`config.mk`:
```
export PLATFORM = sky130hd
export DESIGN_NAME = spc_port_control
export DESIGN_NICKNAME = d
export VERILOG_FILES = /design/src/hdl/spc_pkg.sv /design/src/hdl/spc_port_control.sv
export SDC_FILE = /design/constraint.sdc
export NUM_CORES = 1
export LEC_CHECK = 0
export ABC_AREA = 1
export BUFFER_PORTS_ARGS = -buffer_cell sky130_fd_sc_hd__buf_2
export CORE_MARGIN = 2
export CORE_UTILIZATION = 45
export CTS_BUF_LIST = sky130_fd_sc_hd__clkbuf_8 sky130_fd_sc_hd__clkbuf_16
export CTS_CLUSTER_DIAMETER = 40
export DETAILED_ROUTE_END_ITERATION = 10
export PLACE_DENSITY_LB_ADDON = 0.15
export SLEW_MARGIN = 20
export SYNTH_ARGS = -nofsm -noshare
export SYNTH_HDL_FRONTEND = slang
export SYNTH_SLANG_ARGS = --single-unit
export TNS_END_PERCENT = 30
```
`constraint.sdc`:
```
create_clock -name core_clk_i -period 63.7 [get_ports core_clk_i]
set_input_delay 6.37 -clock core_clk_i [delete_from_list [all_inputs] [get_ports core_clk_i]]
set_output_delay 6.37 -clock core_clk_i [all_outputs]
set_load 0.05 [all_outputs]
```
`src/hdl/spc_pkg.sv`:
```
// Constants, types and reset values for the SPI port control block.
package spc_pkg;
	// Register offsets on the CPU register port.
	localparam logic [15:0] SPC_CONFIG_OFS  = 16'hC0C8;
	localparam logic [15:0] SPC_CONTROL_OFS = 16'hC0CA;
	localparam logic [15:0] SPC_IRQ_EN_OFS  = 16'hC0CC;
	localparam logic [15:0] SPC_STATUS_OFS  = 16'hC0CE;
	localparam logic [15:0] SPC_IRQ_ACK_OFS = 16'hC0D0;
	localparam logic [15:0] SPC_CHK_CTL_OFS = 16'hC0D2;
	localparam logic [15:0] SPC_CHK_VAL_OFS = 16'hC0D4;
	localparam logic [15:0] SPC_BYTE_OFS    = 16'hC0D6;
	localparam logic [15:0] SPC_TX_BASE_OFS = 16'hC0D8;
	localparam logic [15:0] SPC_TX_LEN_OFS  = 16'hC0DA;
	localparam logic [15:0] SPC_RX_BASE_OFS = 16'hC0DC;
	localparam logic [15:0] SPC_RX_LEN_OFS  = 16'hC0DE;
	// Control register bit positions.
	localparam int SPC_CTL_STROBE = 15;
	localparam int SPC_CTL_INIT   = 14;
	// Interrupt flag and enable bit positions.
	localparam int SPC_IRQ_RX  = 2;
	localparam int SPC_IRQ_TX  = 1;
	localparam int SPC_IRQ_BLK = 0;
	// FIFO depth in bytes and core clock rate in kHz.
	localparam logic [3:0] SPC_FIFO_DEPTH = 4'h8;
	localparam int         SPC_CLK_KHZ    = 125000;
	// Master transfer states.
	typedef enum logic [2:0] {
		SPC_IDLE  = 3'b000,
		SPC_LEAD  = 3'b001,
		SPC_SHIFT = 3'b010,
		SPC_TRAIL = 3'b011,
		SPC_GAP   = 3'b100
	} spc_state_e;
	// All control and status state of the block.
	typedef struct packed {
		logic        cfg_3w;
		logic        cfg_phase;
		logic        cfg_pol;
		logic [3:0]  scale;
		logic        master;
		logic        ss_en;
		logic [4:0]  ss_dly;
		logic        ctl_byte;
		logic        ctl_duplex;
		logic        ctl_ssman;
		logic        ctl_read;
		logic [2:0]  tx_len;
		logic [2:0]  rx_len;
		logic [2:0]  irq_en;
		logic        fifo_err;
		logic        flag_tx;
		logic        flag_blk;
		logic [4:0]  chk_ctl;
		logic [15:0] chk_val;
		logic [15:0] tx_base;
		logic [10:0] tx_cnt;
		logic [15:0] rx_base;
		logic [10:0] rx_cnt;
		logic [10:0] blk_n;
		spc_state_e  state;
		logic        strb;
		logic        strb_run;
		logic        rd_ph;
		logic        slv_ld;
		logic        sck_prev;
		logic [7:0]  tick;
		logic [4:0]  dly;
		logic [4:0]  edge_cnt;
		logic [3:0]  nbits;
		logic [7:0]  tx_sh;
		logic [7:0]  rx_sh;
		logic [2:0]  tx_wp;
		logic [2:0]  tx_rp;
		logic [3:0]  tx_n;
		logic [2:0]  rx_wp;
		logic [2:0]  rx_rp;
		logic [3:0]  rx_n;
		logic        sck;
		logic        sck_oe_n;
		logic        dout;
		logic        mosi_oe_n;
		logic        miso_oe_n;
		logic        ss_n;
		logic        ss_oe_n;
		logic [2:0]  irq;
		logic [15:0] rd_data;
	} spc_core_s;
	// Reset value: three-wire, longest select delay, pins released.
	localparam spc_core_s SPC_CORE_RST = '{
		cfg_3w: 1'b1, ss_dly: 5'h1F, chk_val: 16'hFFFF,
		state: SPC_IDLE, sck: 1'b1, sck_oe_n: 1'b1, mosi_oe_n: 1'b1,
		miso_oe_n: 1'b1, ss_n: 1'b1, ss_oe_n: 1'b1, sck_prev: 1'b1,
		default: '0};
	// Synchroniser reset value for {ss_n, sck, mosi, miso}; released pins
	// idle high, so a low reset value would fake an edge after reset.
	localparam logic [3:0] SPC_SYNC_RST = 4'hF;
	// Serial clock rate in kHz for each divider code.
	function automatic int spc_sck_khz(input logic [3:0] code);
		case (code)
			4'h0: return 12000;
			4'h1: return 8000;
			4'h2: return 6000;
			4'h3: return 4000;
			4'h4: return 3000;
			4'h5: return 2000;
			4'h6: return 1500;
			4'h7: return 1000;
			4'h8: return 750;
			4'h9: return 500;
			default: return code[0] ? 250 : 375;
		endcase
	endfunction : spc_sck_khz
	// Half-bit timer reload: core cycles per half serial bit, rounded down, less one.
	function automatic logic [7:0] spc_half_cycles(input logic [3:0] code);
		return 8'(SPC_CLK_KHZ / (2 * spc_sck_khz(code)) - 1);
	endfunction : spc_half_cycles
endpackage : spc_pkg

```
`src/hdl/spc_port_control.sv`:
```
// SPI port control: registers, master and slave shift engine, FIFOs.
//
// Decided for this implementation: strobed register access.
`timescale 1ns/100ps
// Functional notes
// - Three-wire bit shares data lines, half duplex
// - Phase bit picks master clock phase only
// - Polarity bit sets clock idle level always
// - Divider code sets master serial clock rate
// - Active bit reports master engine busy
// - Master bit writable only while engine idle
// - Select enable drives or releases select pin
// - Select delay zero manual, else half-bit delays
// - Clock strobe runs eight clocks, self-clears
// - FIFO init empties FIFOs, clears error
// - Byte mode picks byte or block operation
// - Full duplex refused while three-wire set
// - Manual select bit drives select pin low
// - Read bit holds until a master transfer starts
// - Transmit ready while transmit FIFO not full
// - Receive ready while receive data held
// - Transmit empty and receive full flags
// - Transmit length zero means eight bits
// - Receive length zero means eight bits
// - Receive interrupt gated by its enable
// - Transmit interrupt gated by its enable
// - Block interrupt gated by its enable
module spc_port_control
	import spc_pkg::*;
(
	// Clock, reset and clock enable.
	input  wire logic        core_clk_i,
	input  wire logic        nrst_i,
	input  wire logic        ce_i,
	// CPU register port.
	input  wire logic [15:0] reg_addr_i,
	input  wire logic [15:0] reg_wdata_i,
	input  wire logic        reg_wr_i,
	input  wire logic        reg_rd_i,
	output logic      [15:0] reg_rdata_o,
	// Serial pins.
	input  wire logic        sck_i,
	output logic             sck_o,
	output logic             sck_oe_n_o,
	input  wire logic        mosi_i,
	output logic             mosi_o,
	output logic             mosi_oe_n_o,
	input  wire logic        miso_i,
	output logic             miso_o,
	output logic             miso_oe_n_o,
	input  wire logic        ss_n_i,
	output logic             ss_n_o,
	output logic             ss_oe_n_o,
	// Enabled interrupt levels.
	output logic             rx_byte_irq_o,
	output logic             tx_byte_irq_o,
	output logic             block_done_irq_o
);
	spc_core_s  cur;
	spc_core_s  next_core;
	logic [3:0] sync_meta;
	logic [3:0] sync_pin;
	logic [7:0] tx_mem [0:7];
	logic [7:0] rx_mem [0:7];
	logic       tx_push;
	logic       tx_pop;
	logic       rx_push;
	logic       rx_pop;
	logic       fin;
	logic       rdp;
	logic       lead;
	logic       din;
	logic       hb;
	logic [7:0] half;
	logic [7:0] byte_in;
	logic       fifo_init;

	// Pins from the far side pass two flops; only the second is read.
	always_ff @(posedge core_clk_i or negedge nrst_i) begin
		if (!nrst_i) begin
			sync_meta <= SPC_SYNC_RST;
			sync_pin  <= SPC_SYNC_RST;
		end else if (ce_i) begin
			sync_meta <= {ss_n_i, sck_i, mosi_i, miso_i};
			sync_pin  <= sync_meta;
		end
	end

	// Next state of registers, FIFO pointers and shift engine.
	always_comb begin
		next_core = cur;
		tx_push   = 1'b0;
		tx_pop    = 1'b0;
		rx_push   = 1'b0;
		rx_pop    = 1'b0;
		fin       = 1'b0;
		rdp       = 1'b0;
		lead      = 1'b0;
		byte_in   = 8'hFF;
		fifo_init = reg_wr_i && reg_addr_i == SPC_CONTROL_OFS &&
			reg_wdata_i[SPC_CTL_INIT];
		half      = spc_half_cycles(cur.scale);
		hb        = (cur.tick == 8'h00);
		// The shared line carries input in three-wire mode.
		din       = (cur.cfg_3w || !cur.master) ? sync_pin[1] : sync_pin[0];
		next_core.rd_data = 16'h0000;

		// Register writes.
		if (reg_wr_i) begin
			if (reg_addr_i == SPC_CONFIG_OFS) begin
				next_core.cfg_3w    = reg_wdata_i[15];
				next_core.cfg_phase = reg_wdata_i[14];
				next_core.cfg_pol   = reg_wdata_i[13];
				next_core.scale     = reg_wdata_i[12:9];
				next_core.ss_en     = reg_wdata_i[5];
				next_core.ss_dly    = reg_wdata_i[4:0];
				if (reg_wdata_i[15])
					next_core.ctl_duplex = 1'b0;
				if (cur.state == SPC_IDLE)
					next_core.master = reg_wdata_i[6];
			end else if (reg_addr_i == SPC_CONTROL_OFS) begin
				// Strobe is honoured only when master and idle.
				if (reg_wdata_i[SPC_CTL_STROBE] && cur.master &&
					cur.state == SPC_IDLE)
					next_core.strb = 1'b1;
				next_core.ctl_byte   = reg_wdata_i[13];
				next_core.ctl_duplex = reg_wdata_i[12] & ~cur.cfg_3w;
				next_core.ctl_ssman  = reg_wdata_i[11];
				next_core.ctl_read   = reg_wdata_i[10];
				next_core.tx_len     = reg_wdata_i[5:3];
				next_core.rx_len     = reg_wdata_i[2:0];
				if (reg_wdata_i[SPC_CTL_INIT]) begin
					next_core.fifo_err = 1'b0;
					next_core.tx_wp = 3'h0;
					next_core.tx_rp = 3'h0;
					next_core.tx_n  = 4'h0;
					next_core.rx_wp = 3'h0;
					next_core.rx_rp = 3'h0;
					next_core.rx_n  = 4'h0;
				end
			end else if (reg_addr_i == SPC_IRQ_EN_OFS) begin
				next_core.irq_en = reg_wdata_i[2:0];
			end else if (reg_addr_i == SPC_IRQ_ACK_OFS) begin
				if (reg_wdata_i[SPC_IRQ_TX])
					next_core.flag_tx = 1'b0;
				if (reg_wdata_i[SPC_IRQ_BLK])
					next_core.flag_blk = 1'b0;
			end else if (reg_addr_i == SPC_CHK_CTL_OFS) begin
				next_core.chk_ctl = reg_wdata_i[15:11];
				if (reg_wdata_i[12])
					next_core.chk_val = 16'hFFFF;
				next_core.chk_ctl[1] = 1'b0;
			end else if (reg_addr_i == SPC_CHK_VAL_OFS) begin
				next_core.chk_val = reg_wdata_i;
			end else if (reg_addr_i == SPC_BYTE_OFS) begin
				// A write to a full FIFO is dropped and flagged.
				if (cur.tx_n == SPC_FIFO_DEPTH)
					next_core.fifo_err = 1'b1;
				else
					tx_push = 1'b1;
			end else if (reg_addr_i == SPC_TX_BASE_OFS) begin
				next_core.tx_base = reg_wdata_i;
			end else if (reg_addr_i == SPC_TX_LEN_OFS) begin
				next_core.tx_cnt = reg_wdata_i[10:0];
			end else if (reg_addr_i == SPC_RX_BASE_OFS) begin
				next_core.rx_base = reg_wdata_i;
			end else if (reg_addr_i == SPC_RX_LEN_OFS) begin
				next_core.rx_cnt = reg_wdata_i[10:0];
			end
		end

		// Register reads; reserved and self-clearing bits read zero.
		if (reg_rd_i) begin
			if (reg_addr_i == SPC_CONFIG_OFS) begin
				next_core.rd_data = {cur.cfg_3w, cur.cfg_phase, cur.cfg_pol,
					cur.scale, 1'b0, cur.state != SPC_IDLE,
					cur.master, cur.ss_en, cur.ss_dly};
			end else if (reg_addr_i == SPC_CONTROL_OFS) begin
				next_core.rd_data = {2'b00, cur.ctl_byte,
					cur.ctl_duplex, cur.ctl_ssman, cur.ctl_read,
					cur.tx_n != SPC_FIFO_DEPTH,
					cur.rx_n != 4'h0,
					cur.tx_n == 4'h0,
					cur.rx_n == SPC_FIFO_DEPTH, cur.tx_len, cur.rx_len};
			end else if (reg_addr_i == SPC_IRQ_EN_OFS) begin
				next_core.rd_data = {13'h0000, cur.irq_en};
			end else if (reg_addr_i == SPC_STATUS_OFS) begin
				next_core.rd_data = {8'h00, cur.fifo_err, 4'h0,
					cur.ctl_byte && cur.rx_n != 4'h0, cur.flag_tx,
					cur.flag_blk};
			end else if (reg_addr_i == SPC_CHK_CTL_OFS) begin
				next_core.rd_data = {cur.chk_ctl[4:2], 1'b0, cur.chk_ctl[0],
					cur.chk_val != 16'h0000, cur.chk_val != 16'hFFFF, 9'h000};
			end else if (reg_addr_i == SPC_CHK_VAL_OFS) begin
				next_core.rd_data = cur.chk_val;
			end else if (reg_addr_i == SPC_BYTE_OFS) begin
				next_core.rd_data = {8'h00, rx_mem[cur.rx_rp]};
				rx_pop = (cur.rx_n != 4'h0);
			end else if (reg_addr_i == SPC_TX_BASE_OFS) begin
				next_core.rd_data = cur.tx_base;
			end else if (reg_addr_i == SPC_TX_LEN_OFS) begin
				next_core.rd_data = {5'h00, cur.tx_cnt};
			end else if (reg_addr_i == SPC_RX_BASE_OFS) begin
				next_core.rd_data = cur.rx_base;
			end else if (reg_addr_i == SPC_RX_LEN_OFS) begin
				next_core.rd_data = {5'h00, cur.rx_cnt};
			end
		end

		// Half-bit timer runs whenever the master engine is busy.
		if (cur.state != SPC_IDLE)
			next_core.tick = hb ? half : cur.tick - 8'h01;

		// Master engine.
		case (cur.state)
			SPC_IDLE: begin
				if (cur.master && (cur.strb || cur.ctl_read ||
					cur.tx_n != 4'h0)) begin
					rdp = !cur.strb && cur.ctl_read && !cur.ctl_duplex;
					if (!cur.strb && !rdp && cur.tx_n != 4'h0) begin
						tx_pop  = 1'b1;
						byte_in = tx_mem[cur.tx_rp];
					end
					if (!cur.strb)
						next_core.ctl_read = 1'b0;
					next_core.strb     = 1'b0;
					next_core.strb_run = cur.strb;
					next_core.rd_ph    = rdp;
					next_core.tx_sh    = byte_in;
					next_core.dout     = byte_in[7];
					next_core.edge_cnt = 5'h00;
					next_core.tick     = half;
					if (cur.strb)
						next_core.nbits = 4'h8;
					else if (rdp)
						next_core.nbits = {cur.rx_len == 3'h0, cur.rx_len};
					else
						next_core.nbits = {cur.tx_len == 3'h0, cur.tx_len};
					if (cur.ss_dly != 5'h00 && !cur.strb) begin
						next_core.ss_n  = 1'b0;
						next_core.dly   = cur.ss_dly;
						next_core.state = SPC_LEAD;
					end else begin
						next_core.state = SPC_SHIFT;
					end
				end
			end
			SPC_LEAD: begin
				if (hb) begin
					next_core.dly = cur.dly - 5'h01;
					if (cur.dly == 5'h01)
						next_core.state = SPC_SHIFT;
				end
			end
			SPC_SHIFT: begin
				if (hb) begin
					lead = !cur.edge_cnt[0];
					next_core.sck      = !cur.sck;
					next_core.edge_cnt = cur.edge_cnt + 5'h01;
					// Delayed phase samples on the trailing edge.
					if (lead ^ cur.cfg_phase) begin
						next_core.rx_sh = {cur.rx_sh[6:0], din};
					end else begin
						next_core.dout  = lead ? cur.tx_sh[7] : cur.tx_sh[6];
						next_core.tx_sh = {cur.tx_sh[6:0], 1'b1};
					end
					if (cur.edge_cnt == {cur.nbits, 1'b0} - 5'h01) begin
						fin = 1'b1;
						next_core.dly = cur.ss_dly;
						if (cur.strb_run || cur.ss_dly == 5'h00)
							next_core.state = SPC_IDLE;
						else
							next_core.state = SPC_TRAIL;
					end
				end
			end
			SPC_TRAIL: begin
				if (hb) begin
					next_core.dly = cur.dly - 5'h01;
					if (cur.dly == 5'h01) begin
						next_core.ss_n  = 1'b1;
						next_core.dly   = cur.ss_dly;
						next_core.state = SPC_GAP;
					end
				end
			end
			SPC_GAP: begin
				if (hb) begin
					next_core.dly = cur.dly - 5'h01;
					if (cur.dly == 5'h01)
						next_core.state = SPC_IDLE;
				end
			end
			default: next_core.state = SPC_IDLE;
		endcase

		// Slave engine: fixed phase sampling on the leading edge, clock from the far side.
		next_core.sck_prev = sync_pin[2];
		if (!cur.master) begin
			lead = (sync_pin[2] != cur.sck_prev) &&
				(sync_pin[2] == cur.cfg_pol);
			if (sync_pin[3]) begin
				next_core.slv_ld   = 1'b0;
				next_core.edge_cnt = 5'h00;
			end else if (!cur.slv_ld) begin
				rdp = cur.ctl_read;
				if (!rdp && cur.tx_n != 4'h0 && !tx_push) begin
					tx_pop  = 1'b1;
					byte_in = tx_mem[cur.tx_rp];
				end
				next_core.rd_ph    = rdp;
				next_core.strb_run = 1'b0;
				next_core.slv_ld   = 1'b1;
				next_core.tx_sh    = byte_in;
				next_core.dout     = byte_in[7];
				next_core.edge_cnt = 5'h00;
				next_core.nbits    = rdp ? {cur.rx_len == 3'h0, cur.rx_len}
					: {cur.tx_len == 3'h0, cur.tx_len};
			end else if (lead) begin
				next_core.rx_sh    = {cur.rx_sh[6:0], din};
				next_core.edge_cnt = cur.edge_cnt + 5'h01;
				if (cur.edge_cnt[3:0] == cur.nbits - 4'h1) begin
					fin = 1'b1;
					next_core.slv_ld = 1'b0;
				end
			end else if (sync_pin[2] != cur.sck_prev) begin
				next_core.dout  = cur.tx_sh[6];
				next_core.tx_sh = {cur.tx_sh[6:0], 1'b1};
			end
		end

		// End of a byte; hardware sets win over software clears.
		if (fin && !cur.strb_run) begin
			if (cur.rd_ph || cur.ctl_duplex) begin
				// Init empties the FIFO in this cycle, so no overflow then.
				if (cur.rx_n == SPC_FIFO_DEPTH && !rx_pop && !fifo_init)
					next_core.fifo_err = 1'b1;
				else
					rx_push = 1'b1;
			end
			if (!cur.rd_ph && cur.ctl_byte)
				next_core.flag_tx = 1'b1;
			if (!cur.ctl_byte) begin
				next_core.blk_n = cur.blk_n + 11'h001;
				if (cur.blk_n + 11'h001 >= cur.tx_cnt) begin
					next_core.flag_blk = 1'b1;
					next_core.blk_n    = 11'h000;
				end
			end
		end

		// FIFO pointers; FIFO init overrides traffic in its cycle.
		if (!fifo_init) begin
			next_core.tx_wp = cur.tx_wp + {2'b00, tx_push};
			next_core.tx_rp = cur.tx_rp + {2'b00, tx_pop};
			next_core.tx_n  = cur.tx_n + {3'h0, tx_push} - {3'h0, tx_pop};
			next_core.rx_wp = cur.rx_wp + {2'b00, rx_push};
			next_core.rx_rp = cur.rx_rp + {2'b00, rx_pop};
			next_core.rx_n  = cur.rx_n + {3'h0, rx_push} - {3'h0, rx_pop};
		end

		// Pin drivers.
		next_core.sck_oe_n = !cur.master;
		next_core.ss_oe_n  = !cur.ss_en;
		if (cur.state == SPC_IDLE)
			next_core.sck = !cur.cfg_pol;
		if (!cur.master)
			next_core.ss_n = 1'b1;
		else if (cur.ss_dly == 5'h00)
			next_core.ss_n = !cur.ctl_ssman;
		if (cur.master) begin
			next_core.mosi_oe_n = cur.cfg_3w && cur.rd_ph &&
				cur.state != SPC_IDLE;
			next_core.miso_oe_n = 1'b1;
		end else begin
			next_core.mosi_oe_n = !(!sync_pin[3] && cur.cfg_3w && !cur.rd_ph);
			next_core.miso_oe_n = !(!sync_pin[3] && !cur.cfg_3w);
		end
		next_core.irq[SPC_IRQ_RX]  = cur.irq_en[SPC_IRQ_RX] &&
			cur.ctl_byte && cur.rx_n != 4'h0;
		next_core.irq[SPC_IRQ_TX]  = cur.irq_en[SPC_IRQ_TX] &&
			cur.flag_tx;
		next_core.irq[SPC_IRQ_BLK] = cur.irq_en[SPC_IRQ_BLK] &&
			cur.flag_blk;
	end

	// State register; the clock enable freezes everything.
	always_ff @(posedge core_clk_i or negedge nrst_i) begin
		if (!nrst_i)
			cur <= SPC_CORE_RST;
		else if (ce_i)
			cur <= next_core;
	end

	// FIFO storage has no reset; pointers decide what is valid.
	// The next shifter value is stored, since the last bit of a frame
	// may be sampled on the very edge that ends it.
	always_ff @(posedge core_clk_i) begin
		if (ce_i && tx_push)
			tx_mem[cur.tx_wp] <= reg_wdata_i[7:0];
		if (ce_i && rx_push)
			rx_mem[cur.rx_wp] <= next_core.rx_sh;
	end

	assign reg_rdata_o      = cur.rd_data;
	assign sck_o            = cur.sck;
	assign sck_oe_n_o       = cur.sck_oe_n;
	assign mosi_o           = cur.dout;
	assign mosi_oe_n_o      = cur.mosi_oe_n;
	assign miso_o           = cur.dout;
	assign miso_oe_n_o      = cur.miso_oe_n;
	assign ss_n_o           = cur.ss_n;
	assign ss_oe_n_o        = cur.ss_oe_n;
	assign rx_byte_irq_o    = cur.irq[SPC_IRQ_RX];
	assign tx_byte_irq_o    = cur.irq[SPC_IRQ_TX];
	assign block_done_irq_o = cur.irq[SPC_IRQ_BLK];
endmodule : spc_port_control

```
==> reports/metrics.cfg <==
[global_route]
antenna_found_initial=0
track_usage_pct=25.19
grt-ovfl-total=0
grt_pass1_vias=36913
grt_pass1_wl_um=193900
grt_max_degree=105

[sta]
setup_viol_count_final=0
max_freq_ghz=0.01757
worstMarginPinSlew_ns=1.114
min_period_ns=56.92
slew_headroom_pct=24.95
fin_crit_sh_pct=89.35
finalHoldViolations=0
clock_skew_ns=0.03910
drv_slew=0
setup_ws_ns=6.783

[finish]
syn_to_final_growth_pct=6.449
nets=6258
final_area_um2=43330
layout-drive-gt1-share_pct=12.70
final_core_util_pct=48.21
diodes=0

[drt]
drc_errors=0
ant_nets=0
dr.pass1.iters=5
drtIter0Drc=2890
viasPerCell=5.516
wirelength_um=120400
routed-via-count=39160
wl_per_cell_um=16.96

[cts]
cts_sinks=343
clkTransAtPathRegs_ns=0.06
h-tree-depth=2
cts.path.max_buffers=3
cts-root-buf=clkbuf_16
cts_buffers=40
cts_tree=yes
clk_latency_ns=0.57

[placement]
place.gp.congestion=0.9486
dp_slack_ns=4.248
dp_hpwl_um=91510
placedInstanceArea_um2=41910
io_buffers=67

[synthesis]
synth_compound_area_share_pct=18.74
synth_xor_area_share_pct=6.194
syn_area_um2=40700
async_flop_share_pct=62.68
syn_inst=5882
synth_common_cells=1306 x nand2_1, 694 x inv_1, 535 x o21ai_0
synth_edf_count=128
synth_fa_ha_area_share_pct=10.06
ys_seq_area_share_pct=22.78
synth.area.top_cells=nand2_1 12%, dfrtp_1 11%, ha_1 10%, edfxtp_1 9.4%, o21ai_0 6.6%
synth_top_family_by_area=simple AND/OR/NAND/NOR gates
synth_top_area_share_pct=12.04
synth.largest_area_cell=nand2_1
ys_ff_latch=343
synth.distinct_cells=94
yosys_warnings=0
synth-simple-area-share_pct=32.39
syn_area_per_cell_um2=6.920
synth.most_common_cell=nand2_1
muxShareOfSynthArea_pct=0.02459
yosys_most_used_dff=dfrtp_1

[floorplan]
start_util_pct=45.29
num_rows=110
core_area_um2=89870
die_height_um=304.8
fp.dieArea_um2=92870
pin_count=68
die_x_um=304.8

[critical_path]
crit_type=flip-flop to flip-flop
worst_path_max_delay_cell=dfrtp_1
slowest_delay_ns=0.50
path_max_fanout=38
cp-end-kind=flip-flop
crit_path_frequent_cell=a21oi_1
cp_data_arrival_time_ns=57.36
startpoint_type=flip-flop
crit_required_ns=64.14

[power]
powerDensity_nw_per_um2=14.28
p_leak_uw=0.02156
peakVddDrop_mv=0.02162

[outcome]
status=finished, final reports clean

[job]
max_cap_violations=0

[worst_hold_path]
hold_path_class=flip-flop to flip-flop

[worst max-delay path, delay by kind of cell, from the launching register on]
family	cells	cell delay [ns]
DFF	1	0.50
xor gates and xnor gates	1	0.17
buffers and inverters	43	6.12
adders and majority gates	25	8.11
and+or+nand+nor	148	19.98
AOI/OAI and AO/OA	122	21.70
[state kept, by name, summed over array words and instances (netlist names), 4 cells and up]
signal,flops
cur,181
rx_mem,64
reg_rdata_o,16
tx_mem,64
sync_meta,4
sync_pin,4
[final cells by class]
cell class                      instances  area, um^2
Clock buffer                           45        1070
Clock inverter                         29       222.7
Fill cell                            9251       46550
Inverter                              767        2929
Multi-Input combinational cell       4626       27650
Sequential cell                       343        9270
Tap cell                             1176        1471
Timing Repair Buffer                  113       713.2
[per-stage QoR]
stage | total power, uW | setup TNS (ns) | std cells | hold slack [ns]
after detailed placement | 395.7 | 0 | 7017 | 0.4546
after floorplan | 356.0 | 0 | 5889 | 0.4223
after global placement | 394.3 | 0 | 7017 | 0.4520
final | 618.8 | 0 | 7099 | 0.4619
after global routing | 648.9 | -0.003432 | 7099 | 0.4946
after CTS | 621.4 | 0 | 7091 | 0.4640
[cells by family (layout without fill, tap and decap cells)]
kind of cell | count (synthesis) | count (layout)
simple gates | 2686 | 2689
compound gates | 1315 | 1315
buf+inv | 923 | 954
flops | 343 | 343
fa+ha+maj | 326 | 326
xor+xnor | 287 | 287
other cells | 1 | 8
mux | 1 | 1
[layout by cell type (no fill, tap or decap), types with 37 or more instances in the layout]
master     count
nand2_4       55
xnor2_1      136
clkbuf_16     40
buf_4         44
nand2_2      147
xor2_1       150
inv_2         42
nor2_4        38
o211ai_1      41
nand3_2       63
dfstp_2       37
nor2_2        45
o21ai_0      534
inv_1        700
buf_2         65
a21oi_1      381
edfxtp_1     128
dfrtp_1      178
o22ai_1       40
nand2_1     1306
nor2_1       417
ha_1         324
nand3_1      312
nand4_1      111
nor3_1        72
[layer usage]
metal | vias up | share of wire (%) | routed length [um] | GRT usage, %
met5 | - | 0 | 0 | 0
met4 | 0 | 2.6 | 3157 | 6.781
met3 | 171 | 4.1 | 4906 | 1.419
met2 | 945 | 47 | 56320 | 43.14
met1 | 18172 | 47 | 56020 | 34.45
li1 | 19872 | - | - | -
[worst paths after layout]
| path | from | to | slack, ns | cells past startpoint |
|---|---|---|---|---|
| max | cur[203] | cur[82] | 6.78 | 339 |
| min | sync_meta[3] | sync_meta[3] | 0.46 | 2 |
| max reg2reg | cur[203] | cur[82] | 6.78 | 339 |
| min reg2reg | sync_meta[3] | sync_meta[3] | 0.46 | 2 |
| max in group asynchronous | nrst_i | cur[61] | 56.42 | 2 |
| min in group asynchronous | nrst_i | cur[96] | 5.81 | 1 |
[power by group]
part / leakage, uW / switching [uW] / total (uW) / internal [uW]
Sequential: 0.00390 / 12.6 / 257 / 244
Combinational: 0.0170 / 92.8 / 137 / 44.2
Clock: 0.000663 / 98.2 / 225 / 127
Total: 0.0216 / 204 / 619 / 415
[what timing repair did]
| item | 4_1_cts | 5_1_grt |
|---|---|---|
| setup endpoints to repair | 0 | 8 |
| setup buffers | 0 | 4 |
| gates resized for setup | 0 | 14 |
| hold buffers | 0 | 0 |
Note: power is estimated with default switching activity, not from simulation.
